**config.mk**
```make
export PLATFORM = sky130hd
export DESIGN_NAME = pscl_loader
export DESIGN_NICKNAME = d
export VERILOG_FILES = /design/src/hdl/pscl_pkg.sv /design/src/hdl/pscl_loader.sv
export VERILOG_INCLUDE_DIRS = /design/src /design/src/hdl
export SDC_FILE = /design/constraint.sdc
export NUM_CORES = 1
export LEC_CHECK = 0
export BUFFER_PORTS_ARGS = -buffer_cell sky130_fd_sc_hd__buf_4
export CAP_MARGIN = 20
export CORE_ASPECT_RATIO = 1.1
export CORE_MARGIN = 8
export CORE_UTILIZATION = 59
export CTS_CLUSTER_DIAMETER = 100
export DETAILED_ROUTE_END_ITERATION = 6
export PLACE_DENSITY = 0.9
export SETUP_SLACK_MARGIN = 0.05
export SYNTH_ARGS = -nofsm -noshare
export SYNTH_HDL_FRONTEND = slang
export SYNTH_SLANG_ARGS = --single-unit
```
**constraint.sdc**
```tcl
create_clock -name clk -period 4.4 [get_ports clk]
set_clock_uncertainty 0.15 [all_clocks]
set_input_delay 0.44 -clock clk [delete_from_list [all_inputs] [get_ports clk]]
set_output_delay 0.44 -clock clk [all_outputs]
set_load 0.05 [all_outputs]
```
**src/hdl/pscl_params.svh**
```systemverilog
`ifndef PSCL_PARAMS_SVH
`define PSCL_PARAMS_SVH

// register indices on the plain port
`define PSCL_ADDR_BCTRL      5'h00
`define PSCL_ADDR_ADVERT     5'h04
`define PSCL_ADDR_SPMODES    5'h12
`define PSCL_ADDR_STRAPS     5'h1C

// basic-control fields
`define PSCL_BC_SOFTRST      15
`define PSCL_BC_SPEED        13
`define PSCL_BC_ANEN         12
`define PSCL_BC_PDOWN        11
`define PSCL_BC_DUPLEX       8

// special-modes fields
`define PSCL_SM_IFKIND       14
`define PSCL_SM_MODE_LO      5
`define PSCL_SM_ADDR_LO      0

// reset values
`define PSCL_BCTRL_RST       16'h3000
`define PSCL_ADVERT_RST      16'h01E1
`define PSCL_ADVERT_MASK     16'h01E0
`define PSCL_ADDR_DEFAULT    5'h00

// soft reset counts down from this many cycles; the bit self-clears on its first cycle
`define PSCL_SOFTRST_CYCLES  8'h10

`endif

```
**src/hdl/pscl_pkg.sv**
```systemverilog
`default_nettype none
package pscl_pkg;
  typedef struct packed {
    logic [2:0] mgmtAddressStrap;
    logic [2:0] modeStrap;
    logic       reducedIfSelectStrap;
    logic       irqPinFunctionStrap;
  } pscl_straps_type;

  typedef struct packed {
    logic       speed100;
    logic       autoNegEnable;
    logic       fullDuplex;
    logic       powerDown;
    logic       crsOnTransmit;
    logic       repeaterMode;
    logic       macIfKindBit;
    logic       irqPinIsInterrupt;
  } pscl_core_cfg_type;

  typedef enum logic [2:0] {
    PSCL_RUN   = 3'b001,
    PSCL_HWRST = 3'b010,
    PSCL_SWRST = 3'b100
  } pscl_state_type;
endpackage : pscl_pkg
`default_nettype wire
```
**src/hdl/pscl_loader.sv**
```systemverilog
`include "pscl_params.svh"
`default_nettype none
module pscl_loader (
  // clock and reset
  input  wire logic                       clk,
  input  wire logic                       reset,
  input  wire logic                       pinResetLow,
  // shared receive pins sampled as straps
  input  wire logic                       rxErrPin,
  input  wire logic                       rxClkPin,
  input  wire logic [3:0]                 rxDataPin,
  input  wire logic                       colPin,
  input  wire logic                       reducedIfSelectStrap,
  input  wire logic                       irqPinFunctionStrap,
  // management frame address compare
  input  wire logic [4:0]                 frameAddress,
  output logic                            frameMatch,
  // register port
  input  wire logic [4:0]                 regAddr,
  input  wire logic [15:0]                regWriteData,
  input  wire logic                       regWrite,
  input  wire logic                       regRead,
  output logic [15:0]                     regReadData,
  // core configuration
  output pscl_pkg::pscl_core_cfg_type     coreCfg,
  output logic [4:0]                      scramblerSeed
);
  import pscl_pkg::*;

  pscl_state_type    state_reg, state_next;
  pscl_straps_type   straps_reg;
  pscl_straps_type   pinStraps;
  logic [15:0]       bctrl_reg, bctrl_next;
  logic [15:0]       advert_reg, advert_next;
  logic [4:0]        addr_reg, addr_next;
  logic [2:0]        mode_reg, mode_next;
  logic              ifKind_reg, ifKind_next;
  logic              pinLowSeen_reg;
  logic [7:0]        swCnt_reg, swCnt_next;
  logic [15:0]       readMux;
  logic              frameMatch_reg;
  logic [4:0]        seed_reg;
  pscl_core_cfg_type coreCfg_reg, coreCfg_next;

  // strap pin mapping
  assign pinStraps.mgmtAddressStrap     = {rxDataPin[3], rxClkPin, rxErrPin};
  assign pinStraps.modeStrap            = {colPin, rxDataPin[1:0]};
  assign pinStraps.reducedIfSelectStrap = reducedIfSelectStrap;
  assign pinStraps.irqPinFunctionStrap  = irqPinFunctionStrap;

  wire pinResetRelease = pinLowSeen_reg & pinResetLow;
  wire hwReload        = reset | pinResetRelease;
  wire inHwReset       = reset | ~pinResetLow;
  wire swResetReq      = regWrite & (regAddr == `PSCL_ADDR_BCTRL)
                         & regWriteData[`PSCL_BC_SOFTRST];
  wire swDone          = (state_reg == PSCL_SWRST) & (swCnt_reg == 8'h00);

  // strap decode of the mode code
  logic [3:0] modeCtl;
  logic [3:0] modeAdv;
  logic       modeHasAdv;
  always_comb begin
    modeCtl    = 4'h0;
    modeAdv    = 4'h0;
    modeHasAdv = 1'b0;
    case (straps_reg.modeStrap)
      3'h0: modeCtl = 4'h0;
      3'h1: modeCtl = 4'h1;
      3'h2: modeCtl = 4'h8;
      3'h3: modeCtl = 4'h9;
      3'h4, 3'h5: begin
        modeCtl    = 4'hC;
        modeAdv    = 4'h4;
        modeHasAdv = 1'b1;
      end
      // X bits resolved to 1 so all-capable starts at 100 full
      3'h7: begin
        modeCtl    = 4'hD;
        modeAdv    = 4'hF;
        modeHasAdv = 1'b1;
      end
      default: modeCtl = 4'h0;
    endcase
  end

  // basic control default built from the mode code
  logic [15:0] bctrlFromStrap;
  always_comb begin
    bctrlFromStrap                  = 16'h0000;
    bctrlFromStrap[`PSCL_BC_SPEED]  = modeCtl[3];
    bctrlFromStrap[`PSCL_BC_ANEN]   = modeCtl[2];
    bctrlFromStrap[10]              = modeCtl[1];
    bctrlFromStrap[`PSCL_BC_DUPLEX] = modeCtl[0];
    bctrlFromStrap[`PSCL_BC_PDOWN]  = (straps_reg.modeStrap == 3'h6);
  end

  wire [15:0] advertFromStrap = modeHasAdv ?
    ((`PSCL_ADVERT_RST & ~`PSCL_ADVERT_MASK) | {7'h00, modeAdv, 5'h00})
    : `PSCL_ADVERT_RST;

  // soft reset: mode field in special modes decides power-down
  logic [15:0] bctrlSoft;
  always_comb begin
    bctrlSoft                     = bctrl_reg;
    bctrlSoft[`PSCL_BC_SOFTRST]   = 1'b0;
    bctrlSoft[`PSCL_BC_PDOWN]     = (mode_reg == 3'h6);
  end

  always_comb begin
    state_next  = state_reg;
    bctrl_next  = bctrl_reg;
    advert_next = advert_reg;
    addr_next   = addr_reg;
    mode_next   = mode_reg;
    ifKind_next = ifKind_reg;
    swCnt_next  = swCnt_reg;
    case (state_reg)
      PSCL_HWRST: begin
        // registers load two cycles after the last strap capture of a pin reset, one after a system reset
        bctrl_next  = bctrlFromStrap;
        advert_next = advertFromStrap;
        addr_next   = {2'b00, straps_reg.mgmtAddressStrap};
        mode_next   = straps_reg.modeStrap;
        ifKind_next = straps_reg.reducedIfSelectStrap;
        state_next  = PSCL_RUN;
      end
      PSCL_SWRST: begin
        // configuration bits kept except power-down, taken from the mode field; no strap reload
        bctrl_next = bctrlSoft;
        swCnt_next = swCnt_reg - 8'h01;
        if (swDone) begin
          state_next = PSCL_RUN;
        end
      end
      PSCL_RUN: begin
        if (swResetReq) begin
          state_next = PSCL_SWRST;
          swCnt_next = `PSCL_SOFTRST_CYCLES;
          bctrl_next = regWriteData;
        end else if (regWrite) begin
          // host reconfiguration
          case (regAddr)
            `PSCL_ADDR_BCTRL:   bctrl_next  = regWriteData;
            `PSCL_ADDR_ADVERT:  advert_next = regWriteData;
            `PSCL_ADDR_SPMODES: begin
              addr_next = regWriteData[`PSCL_SM_ADDR_LO +: 5];
              mode_next = regWriteData[`PSCL_SM_MODE_LO +: 3];
            end
            default: ;
          endcase
        end
      end
      default: state_next = PSCL_RUN;
    endcase
    if (hwReload) begin
      state_next = PSCL_HWRST;
    end
  end

  // core configuration follows register contents
  always_comb begin
    coreCfg_next.speed100          = bctrl_reg[`PSCL_BC_SPEED];
    coreCfg_next.autoNegEnable     = bctrl_reg[`PSCL_BC_ANEN];
    coreCfg_next.fullDuplex        = bctrl_reg[`PSCL_BC_DUPLEX];
    coreCfg_next.powerDown         = bctrl_reg[`PSCL_BC_PDOWN];
    coreCfg_next.crsOnTransmit     = ~bctrl_reg[`PSCL_BC_DUPLEX]
                                     & (mode_reg != 3'h5);
    coreCfg_next.repeaterMode      = (mode_reg == 3'h5);
    coreCfg_next.macIfKindBit      = ifKind_reg;
    coreCfg_next.irqPinIsInterrupt = straps_reg.irqPinFunctionStrap;
  end

  // register reads
  always_comb begin
    case (regAddr)
      `PSCL_ADDR_BCTRL:   readMux = bctrl_reg;
      `PSCL_ADDR_ADVERT:  readMux = advert_reg;
      `PSCL_ADDR_SPMODES: readMux = {1'b0, ifKind_reg, 6'h00, mode_reg, addr_reg};
      `PSCL_ADDR_STRAPS:  readMux = {8'h00, straps_reg};
      default:            readMux = 16'h0000;
    endcase
  end

  // straps follow pins throughout hardware reset, frozen after
  always_ff @(posedge clk) begin
    if (inHwReset) begin
      straps_reg <= pinStraps;
    end
  end

  always_ff @(posedge clk) begin
    if (reset) begin
      pinLowSeen_reg <= 1'b0;
    end else begin
      pinLowSeen_reg <= ~pinResetLow;
    end
  end

  always_ff @(posedge clk) begin
    if (reset) begin
      state_reg   <= PSCL_HWRST;
      bctrl_reg   <= `PSCL_BCTRL_RST;
      advert_reg  <= `PSCL_ADVERT_RST;
      addr_reg    <= `PSCL_ADDR_DEFAULT;
      mode_reg    <= 3'h0;
      ifKind_reg  <= 1'b0;
      swCnt_reg   <= 8'h00;
      coreCfg_reg <= '0;
    end else begin
      state_reg   <= state_next;
      bctrl_reg   <= bctrl_next;
      advert_reg  <= advert_next;
      addr_reg    <= addr_next;
      mode_reg    <= mode_next;
      ifKind_reg  <= ifKind_next;
      swCnt_reg   <= swCnt_next;
      coreCfg_reg <= coreCfg_next;
    end
  end

  always_ff @(posedge clk) begin
    if (reset) begin
      regReadData    <= 16'h0000;
      frameMatch_reg <= 1'b0;
      seed_reg       <= 5'h00;
    end else begin
      regReadData    <= regRead ? readMux : 16'h0000;
      frameMatch_reg <= (frameAddress == addr_reg);
      seed_reg       <= addr_reg;
    end
  end

  assign frameMatch    = frameMatch_reg;
  assign scramblerSeed = seed_reg;
  assign coreCfg       = coreCfg_reg;
endmodule : pscl_loader
`default_nettype wire

```
Word level (Yosys, flattened, before mapping):

Cells that the tools add are included.

* output and inout port bits: 30
* flip-flop bits (word level): 91
* logic and storage cells: 102

* bitwise logic cells: 11
* $add $sub $neg: 1
* mux-type cells: 26
* reductions and logical operators: 15
* equal/unequal tests: 25

Operators by type and width (count)
* two-way mux 16 bit: 6
* case mux 16 bit (4 select lines): 1
* case mux 16 bit (3 select lines): 1
* case mux 16 bit (2 select lines): 1
* equality test 3 bit, second input constant: 7
* case mux 4 bit (5 select lines): 1
* case mux 8 bit (2 select lines): 1
* two-way mux 3 bit: 5
* two-way mux 5 bit: 3
* inequality test 2 bit, second input constant: 6
* case mux 3 bit (2 select lines): 2
* AND reduction 4 bit: 3
* equality test 5 bit, second input constant: 2
* case mux 5 bit (2 select lines): 1
* equality test 3 x 2 -> 1 bit, second input constant: 3
* two-way mux 9 bit: 1
* inequality test 3 bit, second input constant: 3
* logical NOT 8 bit: 1
* two-way mux 8 bit: 1
* case mux 4 bit (2 select lines): 1
* subtractor 8 x 1 -> 8 bit, second input constant: 1
* equality test 3 x 1 -> 1 bit, second input constant: 2
* OR reduction 2 bit: 3
* AND 1 bit: 5
* 11 further kinds: 17

Longest topological paths before layout:

* word-level depth: 5
* gate-level depth with buffers: 7

Worst setup path after synthesis:

No wires, ideal clock.

* path type: reg2reg
* from: reg state_reg[1]
* to: reg addr_reg[0]
* path slack: 2.652 ns
* cell stages (with the launch flop): 7
* arrival: 1.477 ns
* data required time: 4.129 ns
* cell sequence: dfxtp_1 buf_4 and3b_1 buf_4 a41oi_2 nor2_2 mux2_2

* cells in the longest elaborated chain, start to end: 3
* elaborated cells on any way between the ends: 8
* classes of those cells: eq/ne: 5; mux: 1; reduce/logical: 2

Ends and longest elaborated chain
* start, declared: line pscl_loader.sv:30 `pscl_state_type state_reg, state_next;`
* start signal, assigned: line pscl_loader.sv:210 `state_reg <= state_next;`
* equality test 3 x 1 -> 1 bit or equality test 3 x 2 -> 1 bit (tied branches): line pscl_loader.sv:117 `case (state_reg)`
* inequality test 2 bit (no source line) or nonzero test 2 bit (tied branches)
* AND reduction 4 bit (no source line)
* end signal, assigned: line pscl_loader.sv:204 `` addr_reg <= `PSCL_ADDR_DEFAULT; ``
* end signal, assigned: line pscl_loader.sv:213 `addr_reg <= addr_next;`
* end, declared: line pscl_loader.sv:35 `logic [4:0] addr_reg, addr_next;`

Several ways; a longest one is shown, not always the timed one.
A chain may end at the register's enable or synchronous reset.

Worst setup path after layout:

* from: reg state_reg[2]
* to: reg bctrl_reg[5]

* cells in the longest elaborated chain, start to end: 3
* elaborated cells on any way between the ends: 9
* classes of those cells: eq/ne: 5; mux: 1; bitwise: 1; reduce/logical: 2

Ends and longest elaborated chain
* equality test 3 x 1 -> 1 bit (tied with other cells): line pscl_loader.sv:117
* inequality test 3 bit (no source line) (tied with other cells)
* AND reduction 4 bit (no source line)
* end signal, assigned: line pscl_loader.sv:202 `` bctrl_reg <= `PSCL_BCTRL_RST; ``
* end signal, assigned: line pscl_loader.sv:211 `bctrl_reg <= bctrl_next;`
* end, declared: line pscl_loader.sv:33 `logic [15:0] bctrl_reg, bctrl_next;`

Several ways; a longest one is shown, not always the timed one.

==> summary.md <==
| Metric | Value |
|---|---|
| Final setup fails | 0 |
| GP Congestion | 0.873 |
| TNS Setup | 0 ns |
| CTS Root Cell | clkbuf_8 |
| Reg2reg path depth | 3 |
| Reg2reg start | state_reg[2]$_SDFFE_PP0P_ |
| Crit path time final | around 2.8 ns |
| Synth Cell Area | between 3000 and 4000 sq um |
| Async set or reset register ratio after synthesis | 0% |
| Status | complete, no violations |
| Layout area overhead | 19.1% |
| Worst hold endpoint | pinLowSeen_reg$_SDFF_PP0_ |
| Switching Share | a little over a quarter |
| Mean post-synth cell area | between 9 and 10 sq um |
| Largest net degree at the start of global routing | 50 |
| Clock-pin slew on the worst setup and hold paths | approximately 0.090 ns |
| DP Area | around 4300 sq um |
| Hold WC Path Type | in -> reg |
| Sink Count | 91 |
| Comb power frac | between 10% and 20% |
| Inserted Clock Buffers | 9 |
| Worst vdd ir | approximately 0.00027 V |
| Fin cells | ~530 |
| Req. time, crit path | between 4 and 5 ns |
| Post-Place Cells | 509 |
| Period utilisation layout | a little over three fifths |
| Detailed-route via count | 3,247 |
| Filler cells | ~460 |
| DRT Pass-1 Iters | 7 |
| Drt via density | roughly 6.2 |
| Final #Nets | between 400 and 500 |
| Die ar. | approximately 9000 sq um |
| Yosys cell types | 55 |
| Seq pwr share | 54.1% |
| Internal power | roughly 1.2 mW |
| GRT Util Overall | between 20% and 30% |
| Leakage | roughly 1.7 nW |
| DRT Wirelength | 9.58 mm |
| Wire per inst | about 18 um |
| Worst Tran Pin Value | approximately 1.1 ns |
| Hold Buf Count CTS | 0 |
| Port bufs | 68 |
| CP max FO | 33 |
| Layout cell share with drive strength beyond 1 | between 20% and 30% |
| Unrepaired setup endpoints after global routing | false |
| Core Region | around 6200 sq um |
| Hold Crit Start | pinResetLow |
| Initial Utilization | around 60% |
| Max-slew headroom at the worst pin | between 20% and 30% |
| Max-slew violation count | 0 |
| FF-to-FF setup slack | ~1.6 ns |
| Global-route wire length before repair | between 15 and 20 mm |
| GRT overflow | 0 |
| Final HPWL DP | between 6 and 7 mm |
| Initial drt markers | ~350 |
| Yosys reg bits | 91 |
| DRC viols | 0 |
| Rows | 30 |
| Hold Fails Final Rpt | 0 |
| Startpoint Class | flip-flop |
| Maxcap violations | 0 |
| DIE HEIGHT | 100 um |
| Worst skew pair latency | about 0.36 ns |
| WHS Path Cells | 2 |
| Psw | between 0.4 and 0.5 mW |
| Endpoint type of the worst setup path | flip-flop |
| Final instance area | approximately 4500 sq um |
| Top FF cell, synth | dfxtp_1 |
| Resized Gates After CTS | 0 |
| Worst reg2reg path endpoint | bctrl_reg[5]$_SDFFE_PP0P_ |
| Clk pwr share | between 30% and 40% |
| Post-synth EDFFs | 8 |
| Max Buffers Root-to-Sink | 2 |
| Mapped Cells | around 380 |
| Top-level port count | 70 |
| Multi-input gate area | approximately 1700 sq um |
| CTS tree | built |
| Die width | just over 90 um |
| Register area share after synthesis | about half |
| Synth warnings | 0 |
| Post-route ant nets | 0 |
| Final hold slack | around 0.10 ns |
| H-tree levels | 3 |
| # Post-CTS Setup Buffers | 0 |
| Worst EP arrival | around 2.9 ns |
| Register area | around 1900 sq um |
| Class of the most critical setup path | reg -> reg |
| Antenna violations before repair | 0 |
| Mapped Nets | 424 |
| ANT cells | 0 |
| Pwr/cell area | 364 nW/um^2 |
| Vias in the first global route | between 3k and 4k |
| Peak Freq | 361 MHz |
[layout by cell type, fill, tap and decap left out, types with 5 or more instances in the layout]
cell type	n
dfxtp_1	83
buf_4	70
a21oi_1	37
nand2_1	30
nor2_1	22
o21ai_0	21
nor2b_1	16
nand3_1	14
mux2i_1	12
mux2_2	12
a22oi_1	9
clkbuf_8	9
edfxtp_1	8
inv_1	7
a211oi_1	6
a32o_1	6
a22o_1	6
xnor2_1	5
[metal layers]
layer  track usage (%)  vias up  part of all wire [%]
met2              33.5      205                    49
li1                  -     1507                     -
met4              9.55        0                   2.4
met3              6.20       30                   9.6
met1              24.6     1505                    39
met5                 0        -                     0
[worst max-delay path by stage]
stage	startpoint	to	slack [ns]	cells after the start
2_1_floorplan	state_reg[1]$_SDFFE_PP1P_	addr_reg[0]$_SDFFE_PP0P_	2.65	6
3_3_place_gp	state_reg[2]$_SDFFE_PP0P_	bctrl_reg[0]$_SDFFE_PP0P_	1.81	3
3_5_place_dp	state_reg[2]$_SDFFE_PP0P_	bctrl_reg[3]$_SDFFE_PP0P_	1.79	3
4_1_cts	state_reg[2]$_SDFFE_PP0P_	bctrl_reg[5]$_SDFFE_PP0P_	1.78	3
5_1_grt	state_reg[2]$_SDFFE_PP0P_	bctrl_reg[5]$_SDFFE_PP0P_	1.54	3
6_report	state_reg[2]$_SDFFE_PP0P_	bctrl_reg[5]$_SDFFE_PP0P_	1.63	3
[Yosys cell counts, types with 3 or more instances]
cell type | number | area share, %
xor2_1 | 3 | 0.69
o21ai_0 | 21 | 2.8
a32o_1 | 6 | 1.6
a22oi_1 | 9 | 1.8
buf_2 | 9 | 1.2
a22o_1 | 6 | 1.4
o311ai_0 | 3 | 0.69
nand3_1 | 14 | 1.9
clkbuf_1 | 7 | 0.69
a21oi_1 | 37 | 4.9
nor2_1 | 22 | 2.2
edfxtp_1 | 8 | 6.4
dfxtp_1 | 83 | 44
inv_1 | 7 | 0.69
nand2_1 | 30 | 3.0
buf_4 | 4 | 0.79
o31ai_1 | 4 | 0.79
nand3b_1 | 4 | 0.79
a211oi_1 | 6 | 1.2
and3b_1 | 3 | 0.69
nor2b_1 | 16 | 2.6
mux2_2 | 12 | 3.6
xnor2_1 | 5 | 1.2
nor3_1 | 3 | 0.40
nor3_2 | 3 | 0.79
mux2i_1 | 12 | 3.2
nor3b_1 | 5 | 0.99
[stage by stage]
stage | utilization, % | power (mW) | worst slack (ns)
global placement | 69.4 | 1.07 | 1.81
CTS | 72.7 | 1.64 | 1.78
floorplan | - | 1.01 | 2.65
global route | 72.7 | 1.69 | 1.54
finish | 72.7 | 1.64 | 1.63
detailed placement | 69.4 | 1.08 | 1.79
[worst max-delay path: stages, from the launching register on]
cell and delay, ns:
dfxtp_1 1.07, inv_1 0.34, a21oi_1 0.88, a22o_1 0.27
[cells by family (layout without fill, tap and decap cells)]
group           after synthesis  after routing  synth area share, %
buf+inv                      30             93                 3.71
simple gates                120            120                 17.8
compound gates              107            107                 19.0
xor+xnor                      8              8                 1.85
fa+ha+maj                     2              2                0.661
mux                          24             24                 6.75
flops                        91             91                 50.3
[power by group through the flow]
stage	logic, mW	clock network [mW]	registers, mW
floorplan	0.0895	0	0.917
global placement	0.167	0	0.903
detailed placement	0.172	0	0.904
CTS	0.173	0.581	0.885
global route	0.187	0.617	0.889
finish	0.174	0.578	0.887
[cell type report]
class | instances | area share (%)
inverters | 7 | 0.583
repair buffers | 70 | 11.7
clock inverters | 7 | 1.81
flip-flops and latches | 91 | 42.2
multi-input cells | 261 | 38.7
clock buffers | 9 | 2.75
well taps | 80 | 2.22
Power figures use the tool's default switching activity.
